$ cat src/inc/shpi_pkg.sv
// Constants and types shared by the serial host port with interrupt logic
package shpi_pkg;
  // Clock of the block
  localparam int CLK_PERIOD_NS = 50;
  // Least release time of the interrupt pin after a clear, in ns
  localparam int IRQ_RELEASE_TIME_NS = 50000;
  // Least time rounds up to whole cycles
  localparam int IRQ_RELEASE_CYCLES = (IRQ_RELEASE_TIME_NS + CLK_PERIOD_NS - 1) / CLK_PERIOD_NS;
  // Longest interface switching time, in ns
  localparam int MODE_SWITCH_TIME_NS = 8000;
  // Longest time rounds down to whole cycles
  localparam int MODE_SWITCH_CYCLES = MODE_SWITCH_TIME_NS / CLK_PERIOD_NS;
  // Frame layout
  localparam int ADDR_W = 5;
  localparam int DATA_W = 8;
  localparam logic [4:0] HEADER_BITS = 5'h08;
  localparam logic [4:0] FRAME_BITS = 5'h10;
  // Register addresses
  localparam logic [4:0] ADDR_IRQ_TOP = 5'h00;
  localparam logic [4:0] ADDR_BUS_SRC = 5'h01;
  localparam logic [4:0] ADDR_TEMP_SRC = 5'h02;
  localparam logic [4:0] ADDR_SUPPLY_SRC = 5'h03;
  localparam logic [4:0] ADDR_BUS_STAT = 5'h04;
  localparam logic [4:0] ADDR_TEMP_STAT = 5'h05;
  localparam logic [4:0] ADDR_SUPPLY_STAT = 5'h06;
  localparam logic [4:0] ADDR_RESET_REASON = 5'h07;
  // Reset values
  localparam logic [7:0] REG_RESET = 8'h00;
  localparam logic [2:0] PIN_SYNC_RESET = 3'h4;
  // First-level bit positions
  localparam int TOP_BUS = 0;
  localparam int TOP_TEMP = 1;
  localparam int TOP_SUPPLY = 2;
  // One byte per region: bus, temperature, supply
  typedef struct packed {
    logic [7:0] supply;
    logic [7:0] temp;
    logic [7:0] bus;
  } shpi_region_type;
  // Serial port state
  typedef enum logic [1:0] {
    SHPI_IDLE,
    SHPI_HEAD,
    SHPI_DATA
  } shpi_state_type;
endpackage : shpi_pkg

$ cat src/core/shpi_port.sv
// Serial host port: SPI slave, interrupt registers and status registers
//
// Summary of operation
// - Interrupt pin low while any first-level bit set
// - First-level bit clears with its source register
// - System reset or block reset clears interrupts
// - Pin held high release time after clear
// - Pending interrupt returns pin low after release
// - Writing one clears source bit, zero keeps
// - Two levels: region register, per-region sources
// - Events during a read stay pending
// - Status registers show live flags anytime
// - Reset cause captured when reset pin falls
// - Reset reason cleared after completed read
// - Select low means SPI, high two-wire
// - Interface switch within eight microseconds
// - Clock and data pins shared with two-wire
// - Half-duplex slave, master starts every transfer
// - Clock level at select fall sets edges
// - Read data driven MSB first after header
// - Select rising edge ends the operation
`timescale 1ns/1ns
module shpi_port #(
  parameter int RELEASE_CYCLES = shpi_pkg::IRQ_RELEASE_CYCLES
) (
  input wire logic clk_in,
  input wire logic rst_in,
  input wire logic cs_n_in,
  input wire logic sclk_in,
  input wire logic sdi_in,
  input wire logic iface_sel_in,
  input wire logic sys_reset_n_in,
  input wire logic reset_pin_n_in,
  input wire logic [7:0] reset_cause_in,
  input wire shpi_pkg::shpi_region_type event_in,
  input wire shpi_pkg::shpi_region_type flag_in,
  output logic sdo_out,
  output logic sdo_oe_n_out,
  output logic irq_out_n,
  output logic [2:0] irq_top_out,
  output logic twowire_mode_out,
  output logic twi_scl_out,
  output logic twi_sda_out
);
  localparam int REL_W = $clog2(RELEASE_CYCLES + 1);

  // Synchronised pins and their previous values
  logic [2:0] pins_sync;
  logic s_cs_n, s_sclk, s_sdi;
  logic prev_cs_n, prev_sclk;
  // Clock polarity caught at select fall
  logic pol;
  // Frame tracking
  shpi_pkg::shpi_state_type state;
  logic [4:0] bit_cnt;
  logic [7:0] shreg;
  logic hdr_rw;
  logic [4:0] hdr_addr;
  logic [7:0] sh_out;
  // Register storage
  shpi_pkg::shpi_region_type src;
  logic [7:0] reset_reason;
  logic [2:0] irq_top;
  logic [REL_W-1:0] rel_cnt;
  logic prev_reset_pin_n;
  // Select pin synchroniser stages
  logic mode_meta, pins_mode_sync;
  // Decoded strobes
  logic cs_fall, cs_rise, sample_edge, shift_edge, spi_en;
  logic rd_load, wr_commit, rd_done, rel_load, rr_fall;
  logic [7:0] rd_value;
  shpi_pkg::shpi_region_type clr;

  // Write-one-to-clear with set winning over clear
  function automatic logic [7:0] w1c_next(input logic [7:0] cur, input logic [7:0] set,
                                         input logic [7:0] wclr);
    w1c_next = (cur & ~wclr) | set;
  endfunction : w1c_next

  // Serial select, clock and data pins cross into the clock domain before any logic reads them
  shpi_sync #(.WIDTH(3), .RESET_VAL(shpi_pkg::PIN_SYNC_RESET)) u_sync (
    .clk_in(clk_in),
    .rst_in(rst_in),
    .async_in({cs_n_in, sclk_in, sdi_in}),
    .sync_out(pins_sync)
  );
  assign s_cs_n = pins_sync[2];
  assign s_sclk = pins_sync[1];
  assign s_sdi = pins_sync[0];

  // Edge history of the synchronised pins
  always_ff @(posedge clk_in or posedge rst_in) begin
    if (rst_in) begin
      prev_cs_n <= 1'b1;
      prev_sclk <= 1'b0;
    end else begin
      prev_cs_n <= s_cs_n;
      prev_sclk <= s_sclk;
    end
  end

  // Interface select follows the pin three cycles later, far inside the limit
  // mode from select pin
  always_ff @(posedge clk_in or posedge rst_in) begin
    if (rst_in) begin
      twowire_mode_out <= 1'b0;
    end else begin
      twowire_mode_out <= pins_mode_sync;
    end
  end
  // Select pin has its own two flops
  always_ff @(posedge clk_in or posedge rst_in) begin
    if (rst_in) begin
      mode_meta <= 1'b0;
      pins_mode_sync <= 1'b0;
    end else begin
      mode_meta <= iface_sel_in;
      pins_mode_sync <= mode_meta;
    end
  end
  assign spi_en = !twowire_mode_out;

  // Shared pins handed to the two-wire engine only in that mode
  // shared pin routing
  always_ff @(posedge clk_in or posedge rst_in) begin
    if (rst_in) begin
      twi_scl_out <= 1'b0;
      twi_sda_out <= 1'b0;
    end else begin
      twi_scl_out <= twowire_mode_out & s_sclk;
      twi_sda_out <= twowire_mode_out & s_sdi;
    end
  end

  // Edge decode; only the master opens a frame by pulling select low
  // polarity-dependent edges
  assign cs_fall = spi_en && prev_cs_n && !s_cs_n;
  assign cs_rise = spi_en && !prev_cs_n && s_cs_n;
  assign sample_edge = spi_en && !s_cs_n && (state != shpi_pkg::SHPI_IDLE) &&
                       (pol ? (s_sclk && !prev_sclk) : (!s_sclk && prev_sclk));
  assign shift_edge = spi_en && !s_cs_n && (state != shpi_pkg::SHPI_IDLE) &&
                      (pol ? (!s_sclk && prev_sclk) : (s_sclk && !prev_sclk));

  // Header complete on the eighth sample; read bit first, then address
  // header decode
  assign rd_load = sample_edge && (state == shpi_pkg::SHPI_HEAD) &&
                   (bit_cnt == shpi_pkg::HEADER_BITS - 5'h01) && shreg[6];
  // commit only on full frame at select rise
  assign wr_commit = cs_rise && (state == shpi_pkg::SHPI_DATA) &&
                     (bit_cnt == shpi_pkg::FRAME_BITS) && !hdr_rw;
  assign rd_done = cs_rise && (state == shpi_pkg::SHPI_DATA) &&
                   (bit_cnt == shpi_pkg::FRAME_BITS) && hdr_rw;

  // Frame state, bit counter and input shift register
  always_ff @(posedge clk_in or posedge rst_in) begin
    if (rst_in) begin
      state <= shpi_pkg::SHPI_IDLE;
      bit_cnt <= 5'h00;
      shreg <= 8'h00;
      hdr_rw <= 1'b0;
      hdr_addr <= 5'h00;
      pol <= 1'b0;
    end else if (!spi_en || cs_rise) begin
      // Mode change or end of frame drops any partial frame
      state <= shpi_pkg::SHPI_IDLE;
      bit_cnt <= 5'h00;
    end else if (cs_fall) begin
      pol <= s_sclk;
      state <= shpi_pkg::SHPI_HEAD;
      bit_cnt <= 5'h00;
    end else if (sample_edge) begin
      shreg <= {shreg[6:0], s_sdi};
      case (state)
        shpi_pkg::SHPI_HEAD: begin
          bit_cnt <= bit_cnt + 5'h01;
          if (bit_cnt == shpi_pkg::HEADER_BITS - 5'h01) begin
            // Reserved bits are ignored
            hdr_rw <= shreg[6];
            hdr_addr <= shreg[5:1];
            state <= shpi_pkg::SHPI_DATA;
          end
        end
        shpi_pkg::SHPI_DATA: begin
          // Bits past the frame still shift into shreg; counter saturates
          if (bit_cnt != shpi_pkg::FRAME_BITS) begin
            bit_cnt <= bit_cnt + 5'h01;
          end
        end
        default: begin
          state <= shpi_pkg::SHPI_IDLE;
        end
      endcase
    end
  end

  // Read data mux; statuses are live flags, not stored copies
  // live status read
  always_comb begin
    case (shreg[5:1])
      shpi_pkg::ADDR_IRQ_TOP: rd_value = {5'h00, irq_top};
      shpi_pkg::ADDR_BUS_SRC: rd_value = src.bus;
      shpi_pkg::ADDR_TEMP_SRC: rd_value = src.temp;
      shpi_pkg::ADDR_SUPPLY_SRC: rd_value = src.supply;
      shpi_pkg::ADDR_BUS_STAT: rd_value = flag_in.bus;
      shpi_pkg::ADDR_TEMP_STAT: rd_value = flag_in.temp;
      shpi_pkg::ADDR_SUPPLY_STAT: rd_value = flag_in.supply;
      shpi_pkg::ADDR_RESET_REASON: rd_value = reset_reason;
      default: rd_value = shpi_pkg::REG_RESET;
    endcase
  end

  // Output shifter: a snapshot is loaded, so later events never corrupt it
  // read data MSB first
  // The MSB must stand over the first data sample, so that shift edge is skipped
  always_ff @(posedge clk_in or posedge rst_in) begin
    if (rst_in) begin
      sh_out <= 8'h00;
      sdo_out <= 1'b0;
      sdo_oe_n_out <= 1'b1;
    end else if (!spi_en || cs_rise) begin
      sdo_out <= 1'b0;
      sdo_oe_n_out <= 1'b1;
    end else if (rd_load) begin
      sh_out <= rd_value;
      sdo_out <= rd_value[7];
      sdo_oe_n_out <= 1'b0;
    end else if (shift_edge && (state == shpi_pkg::SHPI_DATA) && hdr_rw &&
                 (bit_cnt != shpi_pkg::HEADER_BITS)) begin
      sh_out <= {sh_out[6:0], 1'b0};
      sdo_out <= sh_out[6];
    end
  end

  // Clear masks from a committed write; data byte is the shift register
  // write-one clear mask
  always_comb begin
    clr = '0;
    if (wr_commit) begin
      case (hdr_addr)
        shpi_pkg::ADDR_BUS_SRC: clr.bus = shreg;
        shpi_pkg::ADDR_TEMP_SRC: clr.temp = shreg;
        shpi_pkg::ADDR_SUPPLY_SRC: clr.supply = shreg;
        default: clr = '0;
      endcase
    end
  end

  // Source registers; events win over a clear in the same cycle
  // sources with reset and set priority
  always_ff @(posedge clk_in or posedge rst_in) begin
    if (rst_in) begin
      src <= '0;
    end else if (!sys_reset_n_in) begin
      src <= '0;
    end else begin
      src.bus <= w1c_next(src.bus, event_in.bus, clr.bus);
      src.temp <= w1c_next(src.temp, event_in.temp, clr.temp);
      src.supply <= w1c_next(src.supply, event_in.supply, clr.supply);
    end
  end

  // First level summarises regions, so it clears with its sources
  // two-level summary
  assign irq_top[shpi_pkg::TOP_BUS] = |src.bus;
  assign irq_top[shpi_pkg::TOP_TEMP] = |src.temp;
  assign irq_top[shpi_pkg::TOP_SUPPLY] = |src.supply;
  always_ff @(posedge clk_in or posedge rst_in) begin
    if (rst_in) begin
      irq_top_out <= 3'h0;
    end else begin
      irq_top_out <= irq_top;
    end
  end

  // Any write that actually clears a set bit restarts the release window
  // release timer
  assign rel_load = |(clr & src);
  always_ff @(posedge clk_in or posedge rst_in) begin
    if (rst_in) begin
      rel_cnt <= '0;
    end else if (rel_load) begin
      rel_cnt <= REL_W'(RELEASE_CYCLES);
    end else if (rel_cnt != '0) begin
      rel_cnt <= rel_cnt - REL_W'(1);
    end
  end

  // Pin low on pending interrupt outside the release window
  // interrupt pin drive
  always_ff @(posedge clk_in or posedge rst_in) begin
    if (rst_in) begin
      irq_out_n <= 1'b1;
    end else begin
      irq_out_n <= !((|irq_top) && (rel_cnt == '0) && !rel_load);
    end
  end

  // Reset reason: capture beats a read clear arriving in the same cycle
  // capture and clear on read
  assign rr_fall = prev_reset_pin_n && !reset_pin_n_in;
  always_ff @(posedge clk_in or posedge rst_in) begin
    if (rst_in) begin
      prev_reset_pin_n <= 1'b1;
      reset_reason <= shpi_pkg::REG_RESET;
    end else begin
      prev_reset_pin_n <= reset_pin_n_in;
      if (rr_fall) begin
        reset_reason <= reset_cause_in;
      end else if (rd_done && (hdr_addr == shpi_pkg::ADDR_RESET_REASON)) begin
        reset_reason <= shpi_pkg::REG_RESET;
      end
    end
  end

  // Checks
  a_irq_pin_low: assert property (@(posedge clk_in) disable iff (rst_in)
    ((|irq_top) && rel_cnt == '0 && !rel_load) |=> !irq_out_n) else $error("irq pin not low");
  a_top_follows_src: assert property (@(posedge clk_in) disable iff (rst_in)
    (src.bus == 8'h00) |=> !irq_top_out[shpi_pkg::TOP_BUS]) else $error("top bit without source");
  a_sysrst_clears: assert property (@(posedge clk_in) disable iff (rst_in)
    !sys_reset_n_in |=> (irq_top == 3'h0)) else $error("system reset left interrupts");
  a_release_hold: assert property (@(posedge clk_in) disable iff (rst_in)
    rel_load |=> (irq_out_n && rel_cnt == REL_W'(RELEASE_CYCLES))) else $error("release not held");
  a_release_count: assert property (@(posedge clk_in) disable iff (rst_in)
    (rel_cnt != '0 && !rel_load) |=> (irq_out_n && rel_cnt == $past(rel_cnt) - REL_W'(1)))
    else $error("release count wrong");
  a_w1c_clear: assert property (@(posedge clk_in) disable iff (rst_in)
    (wr_commit && hdr_addr == shpi_pkg::ADDR_BUS_SRC && sys_reset_n_in) |=>
    (src.bus == (($past(src.bus) & ~$past(shreg)) | $past(event_in.bus)))) else $error("w1c wrong");
  a_event_kept: assert property (@(posedge clk_in) disable iff (rst_in)
    sys_reset_n_in |=> ((src.temp & $past(event_in.temp)) == $past(event_in.temp)))
    else $error("event lost");
  a_status_live: assert property (@(posedge clk_in) disable iff (rst_in)
    (rd_load && shreg[5:1] == shpi_pkg::ADDR_BUS_STAT) |=> (sh_out == $past(flag_in.bus)))
    else $error("status not live");
  a_reason_capture: assert property (@(posedge clk_in) disable iff (rst_in)
    rr_fall |=> (reset_reason == $past(reset_cause_in))) else $error("reset cause not captured");
  a_reason_clear: assert property (@(posedge clk_in) disable iff (rst_in)
    (rd_done && hdr_addr == shpi_pkg::ADDR_RESET_REASON && !rr_fall) |=> (reset_reason == 8'h00))
    else $error("reset reason not cleared");
  a_mode_switch: assert property (@(posedge clk_in) disable iff (rst_in)
    ##3 (twowire_mode_out == $past(iface_sel_in, 3))) else $error("mode switch late");
  a_sdo_msb: assert property (@(posedge clk_in) disable iff (rst_in)
    rd_load |=> (sdo_out == $past(rd_value[7]) && !sdo_oe_n_out)) else $error("read msb wrong");
  a_short_drop: assert property (@(posedge clk_in) disable iff (rst_in)
    (cs_rise && bit_cnt != shpi_pkg::FRAME_BITS && sys_reset_n_in) |=> (src == ($past(src) | $past(event_in))))
    else $error("short write taken");
  c_write: cover property (@(posedge clk_in) disable iff (rst_in) wr_commit && clr != '0);
  c_read: cover property (@(posedge clk_in) disable iff (rst_in) rd_done);
  c_release_pending: cover property (@(posedge clk_in) disable iff (rst_in)
    rel_load ##1 (|irq_top));
endmodule : shpi_port

$ cat src/core/shpi_sync.sv
// Two-flop synchroniser for pins from outside the clock domain
`timescale 1ns/1ns
module shpi_sync #(
  parameter int WIDTH = 3,
  parameter logic [WIDTH-1:0] RESET_VAL = '0
) (
  input wire logic clk_in,
  input wire logic rst_in,
  input wire logic [WIDTH-1:0] async_in,
  output logic [WIDTH-1:0] sync_out
);
  // First stage, read only by the second stage
  logic [WIDTH-1:0] meta;

  // Both stages reset to the idle pin level so no false edge follows reset
  always_ff @(posedge clk_in or posedge rst_in) begin
    if (rst_in) begin
      meta <= RESET_VAL;
      sync_out <= RESET_VAL;
    end else begin
      meta <= async_in;
      sync_out <= meta;
    end
  end
endmodule : shpi_sync

$ cat config.mk
export PLATFORM = sky130hd
export DESIGN_NAME = shpi_port
export DESIGN_NICKNAME = d
export VERILOG_FILES = /design/src/inc/shpi_pkg.sv /design/src/core/shpi_port.sv /design/src/core/shpi_sync.sv
export SDC_FILE = /design/constraint.sdc
export NUM_CORES = 1
export LEC_CHECK = 0
export ABC_AREA = 1
export BUFFER_PORTS_ARGS = -buffer_cell sky130_fd_sc_hd__buf_2
export CORE_UTILIZATION = 36
export DETAILED_ROUTE_END_ITERATION = 12
export GPL_TIMING_DRIVEN = 1
export SYNTH_ARGS = -nofsm -noshare
export SYNTH_HDL_FRONTEND = slang
export SYNTH_SLANG_ARGS = --single-unit
export TNS_END_PERCENT = 30
$ cat constraint.sdc
create_clock -name clk_in -period 3.09 [get_ports clk_in]
set_input_delay 0.309 -clock clk_in [delete_from_list [all_inputs] [get_ports clk_in]]
set_output_delay 0.309 -clock clk_in [all_outputs]
set_load 0.03 [all_outputs]
Word level (Yosys, flattened, before mapping)
Cells that the tools add are included.
W data, S select, Z words.
{ "word_totals": {"reg_bits": 91, "elab_cells": 147, "in_bits": 64} }
{ "op_classes": {"n_mux": 29, "bitwise": 14, "reduce_logical": 56, "addsub": 2, "n_eq_ne": 20} }
{ "op_table": {"columns": ["cell", "count"], "rows": [
  ["$pmux W8 S8", 1],
  ["$mux W24", 2],
  ["$reduce_or A24 Y1", 2],
  ["$mux W8", 5],
  ["$eq A5 B3 Y1 const B", 6],
  ["$and A24 B24 Y24", 1],
  ["$and A8 B8 Y8", 3],
  ["$logic_and A1 B1 Y1", 24],
  ["$not A8 Y8", 3],
  ["$or A8 B8 Y8", 3],
  ["$reduce_or A8 Y1", 3],
  ["$eq A5 B2 Y1 const B", 4],
  ["$mux W10", 2],
  ["$mux W5", 4],
  ["$mux W7", 2],
  ["$eq A5 B1 Y1 const B", 2],
  ["$logic_not A10 Y1", 1],
  ["$pmux W5 S2", 1],
  ["$reduce_bool A10 Y1", 1],
  ["$reduce_bool A2 Y1", 5],
  ["$sub A10 B1 Y10 const B", 1],
  ["$logic_not A1 Y1", 9],
  ["$reduce_and A3 Y1", 3],
  ["$mux W2", 4],
  ["other kinds (18)", 29]
]} }

Depth between registers and ports, before layout
{ "depth": {"ltp_word": 12, "depth_mapped": 14, "depth_no_buf": 13} }

By module
Synthesis repeated with hierarchy kept, for this count alone.
{ "unflattened": {"hier_cells": 601, "hier_area_um2": 4719.5} }
{ "modules_own_cells": {"columns": ["mod", "seq_area_each_um2", "area_each_um2", "cells_each", "instances"], "rows": [
  ["shpi_port", 2132.0, 4563.1, 594, 1],
  ["shpi_sync", 152.6, 156.4, 7, 1]
]} }

Worst setup path after synthesis
OpenSTA, ideal clock, no wires.
{ "synth_timing": {"kind": "register to register", "start": "register bit_cnt[0]", "end": "register src[6] in the netlist's numbering", "period_less_slack_ns": 1.769, "path_slack_ns": 1.321, "required_time_ns": 2.958, "t_arrival_ns": 1.638, "stages_incl_launch_ff": 14, "path_cell_list": "dfrtp_1 inv_1 ha_1 nand2_1 inv_1 nand3_2 nor2_4 buf_6 inv_2 nor2_4 buf_6 nand2_1 a21oi_1 nor2_1"} }
{ "synth_via": {"elab_chain_len": 8} }
{ "synth_rtl": {"columns": ["item", "line_no", "rtl"], "rows": [
  ["from (decl)", "shpi_port.sv:55", "logic [4:0] bit_cnt;"],
  ["from (signal assigned)", "shpi_port.sv:175", "bit_cnt <= bit_cnt + 5'h01;"],
  ["from (signal assigned)", "shpi_port.sv:186", "bit_cnt <= bit_cnt + 5'h01;"],
  ["$eq A5 B5 Y1", "shpi_port.sv:150", "(bit_cnt == shpi_pkg::FRAME_BITS) && !hdr_rw;"],
  ["$logic_and A1 B1 Y1", "shpi_port.sv:149", "assign wr_commit = cs_rise && (state == shpi_pkg::SHPI_DATA) &&"],
  ["$logic_and A1 B1 Y1", "shpi_port.sv:150", null],
  ["$mux W24", "shpi_port.sv:238", "if (wr_commit) begin"],
  ["$not A8 Y8", "shpi_port.sv:77", "w1c_next = (cur & ~wclr) | set;"],
  ["$and A8 B8 Y8", "shpi_port.sv:77", null],
  ["$or A8 B8 Y8", "shpi_port.sv:77", null],
  ["$mux W24", "shpi_port.sv:253", "end else if (!sys_reset_n_in) begin"],
  ["to (decl)", "shpi_port.sv:61", "shpi_pkg::shpi_region_type src;"]
]} }
No other way between the ends.
A chain may end at the register's enable or synchronous reset.

Final worst setup path
Ends and elaborated chain as after synthesis.

==> results.py <==
metrics = {
    "placement": {
        "dp_cells": 823,
        "place_congestion": 0.8682,
        "dpl.hpwl_mm": 9.419,
        "io_buffers": 72,
    },
    "clock_network": {
        "cts_hold_buf": 0,
        "h-tree-depth": 3,
        "clkSlewWorstSetupHoldPaths_ps": 60,
        "cts.sinks": 91,
        "cts-resized-gates": 0,
        "cts_root_buffer": "clkbuf_16",
        "max-clock-path-buffers": 2,
        "clk_latency_ps": 340,
        "postCtsSetupBuffers": 0,
        "cts_tree": "done",
        "numCtsBuffers": 9,
    },
    "worst_setup_path": {
        "ff2ff_setup_slack_ps": 800,
        "worst_ep_required_time_ps": 3290,
        "crit_path_max_fanout": 25,
        "cp.arrival_ps": 2500,
        "r2r_end": "src[6]",
        "rr_worst_depth": 11,
        "endpoint_kind": "register",
        "crit_type": "register to register",
        "timing.rr.start": "bit_cnt[0]",
        "cp-start-kind": "register",
    },
    "routing": {
        "drc": 0,
        "via_count": 4180,
        "ant_nets": 0,
        "drt-total-wl_mm": 12.19,
        "drt_pass1_iterations": 4,
        "drt-initial-drc-count": 311,
        "wl_per_cell_um": 14.53,
        "avgViaCountPerCell": 4.982,
    },
    "die": {
        "dieArea_sq_um": 13430,
        "dieHeight_um": 115.9,
        "num_rows": 41,
        "coreArea_sq_um": 12620,
        "die_w_um": 115.9,
        "io-pin-count": 73,
        "start_util_pct": 37.01,
    },
    "timing": {
        "max_freq_mhz": 436.1,
        "rsz0062_at_grt": "no",
        "setup_viol": 0,
        "finalCritPeriodShare_pct": 74.21,
        "period_minus_slack_ps": 2293,
        "worst_pin_slew_ps": 826.6,
        "slew_headroom_pct": 44.83,
        "fin_tns_setup_ps": 0,
        "drv_slew": 0,
        "finalHoldViolations": 0,
        "skew_ps": 6.466,
        "hold-worst-slack_ps": 60.82,
    },
    "logic_synthesis": {
        "async_reset_ff_share_pct": 100.0,
        "synth.avg_cell_area_sq_um": 7.957,
        "ys_seq_area_share_pct": 48.92,
        "yosys.area_share.adder_pct": 0.8036,
        "synth-main-ff-cell": "dfrtp_1",
        "syn_inst": 587,
        "synth-warning-count": 0,
        "synth_top_family_by_area": "simple AND/OR/NAND/NOR gates",
        "synth_top_area_share_pct": 45.54,
        "yosys-top-cells-area": "dfrtp_1 46%, nand2_1 8.8%, nor2_1 7.2%",
        "synth_cell_type_count": 42,
        "synth-seq-cells": 91,
        "synth-edff-count": 0,
        "synth_fp_nets": 654,
        "synth_top_area_cell": "dfrtp_1",
        "synth_compound_area_share_pct": 11.41,
        "muxShareOfSynthArea_pct": 0,
        "synthSimpleGateAreaFrac_pct": 29.68,
        "synthXorXnorAreaFrac_pct": 1.500,
        "syn_area_sq_um": 4671,
    },
    "hold_path": {
        "min_to": "u_sync.meta[2]",
        "min_path_type": "input pin to register",
        "min_path_cells": 1,
        "hold_start": "cs_n_in",
    },
    "layout": {
        "stdcell_count": 839,
        "fillers": 1313,
        "fin_nets": 729,
        "diodes": 0,
        "post-route-util_pct": 43.44,
        "syn2layout_area_growth_pct": 17.36,
        "drive_gt1_share_pct": 17.54,
    },
    "global_route": {
        "grt_max_degree": 50,
        "grt_pass1_vias": 3973,
        "overflow": 0,
        "grt_pass1_wl_mm": 19.75,
        "grtUsageTotal_pct": 19.72,
        "antenna_found_initial": 0,
    },
    "job": {
        "maxCapViolCount": 0,
    },
    "power_and_ir_drop": {
        "p_leak_nw": 2.641,
        "peakVddDrop_v": 0.0002026,
        "power_density_nw_per_um2": 466.6,
    },
    "outcome": {
        "status": "finished clean",
    },
}
registers in the layout, summed over array words and instances (netlist names), 2 cells and up:
name	flops
bit_cnt	5
hdr_addr	5
irq_top_out	3
rel_cnt	10
reset_reason	8
sh_out	7
shreg	8
src	24
state	2
u_sync.meta	3
u_sync.sync_out	3
area by class of cell:
| cell class | instances | area [sq um] | area share, % |
|---|---|---|---|
| clock buffers | 11 | 242.7 | 4.428 |
| clock inverters | 5 | 38.79 | 0.7076 |
| inverters | 79 | 297.8 | 5.433 |
| multi-input cells | 407 | 2027 | 36.98 |
| flip-flops and latches | 91 | 2285 | 41.68 |
| well taps | 172 | 215.2 | 3.926 |
| repair buffers | 74 | 375.4 | 6.848 |
cells in the mapped netlist (all sizes together), types with 2 or more instances:
cell    number
a21oi       38
dfrtp       85
xor2         7
nand4       29
o21ai       33
inv         78
clkbuf       4
nand3       53
o22ai        9
buf          6
nor2        98
dfstp        6
nand2      113
nor3         3
nor4         4
and3         2
ha           3
o221ai       2
metal layers:
layer | share of wire (%) | routed length (um) | track usage [%]
met1 | 49 | 5989 | 27.54
met2 | 43 | 5254 | 28.81
met3 | 5.2 | 634 | 4.027
met4 | 2.6 | 314 | 10.26
met5 | 0 | 0 | 0
per-stage QoR:
step	total power [mW]	area, sq um	setup slack [ps]
after global routing	2.676	5482	546.2
after CTS	2.599	5482	815.1
after detailed placement	1.556	5200	821.0
after floorplan	1.447	4671	427.3
after global placement	1.550	5200	900.0
final	2.557	5482	797.0
layout by cell type, fill, tap and decap left out, types with 2 or more instances in the layout:
cell       count
dfrtp_1       85
nand3_1       51
inv_2          5
dfstp_2        6
nor2_1        90
clkinv_4       3
clkbuf_16      9
nand2_1      110
o221ai_1       2
nor3_1         2
a21oi_1       38
nor2_2         3
nor2_4         5
o21ai_0       32
nand4_1       29
buf_2         72
nor4_1         4
buf_4          2
o22ai_1        9
ha_1           3
inv_1         72
xor2_1         7
and3_1         2
nand2_2        3
clkinv_2       2
critical path: stages (launching register included):
cell	delay, ps
dfrtp_1	400
inv_1	100
ha_1	190
nand2_1	60
inv_1	60
nand3_2	100
nor2_4	460
inv_2	140
nor2_4	320
nand2_1	120
a21oi_1	150
nor2_1	50
worst max-delay path by stage:
stage,start,end,slack (ps),depth (start not counted)
floorplan,rst_in,bit_cnt[0],430,1
global placement,bit_cnt[0],src[6],900,11
detailed placement,bit_cnt[0],src[6],820,11
CTS,bit_cnt[0],src[6],820,11
global route,bit_cnt[0],src[12],550,11
finish,bit_cnt[0],src[6],800,11
logic make-up after synthesis:
logic type	after synthesis
buffers and inverters	89
adder cells (fa/ha/maj)	3
XOR/XNOR	8
AO/OA/AOI/OAI	92
flip-flops	91
AND/OR/NAND/NOR	304
power by group:
group          leakage [nW]  internal [mW]  switching (mW)
Sequential             1.13           1.25          0.0510
Combinational          1.38         0.0826           0.147
Clock                 0.136          0.570           0.456
Total                  2.64           1.90           0.654
Power figures use the tool's default switching activity.
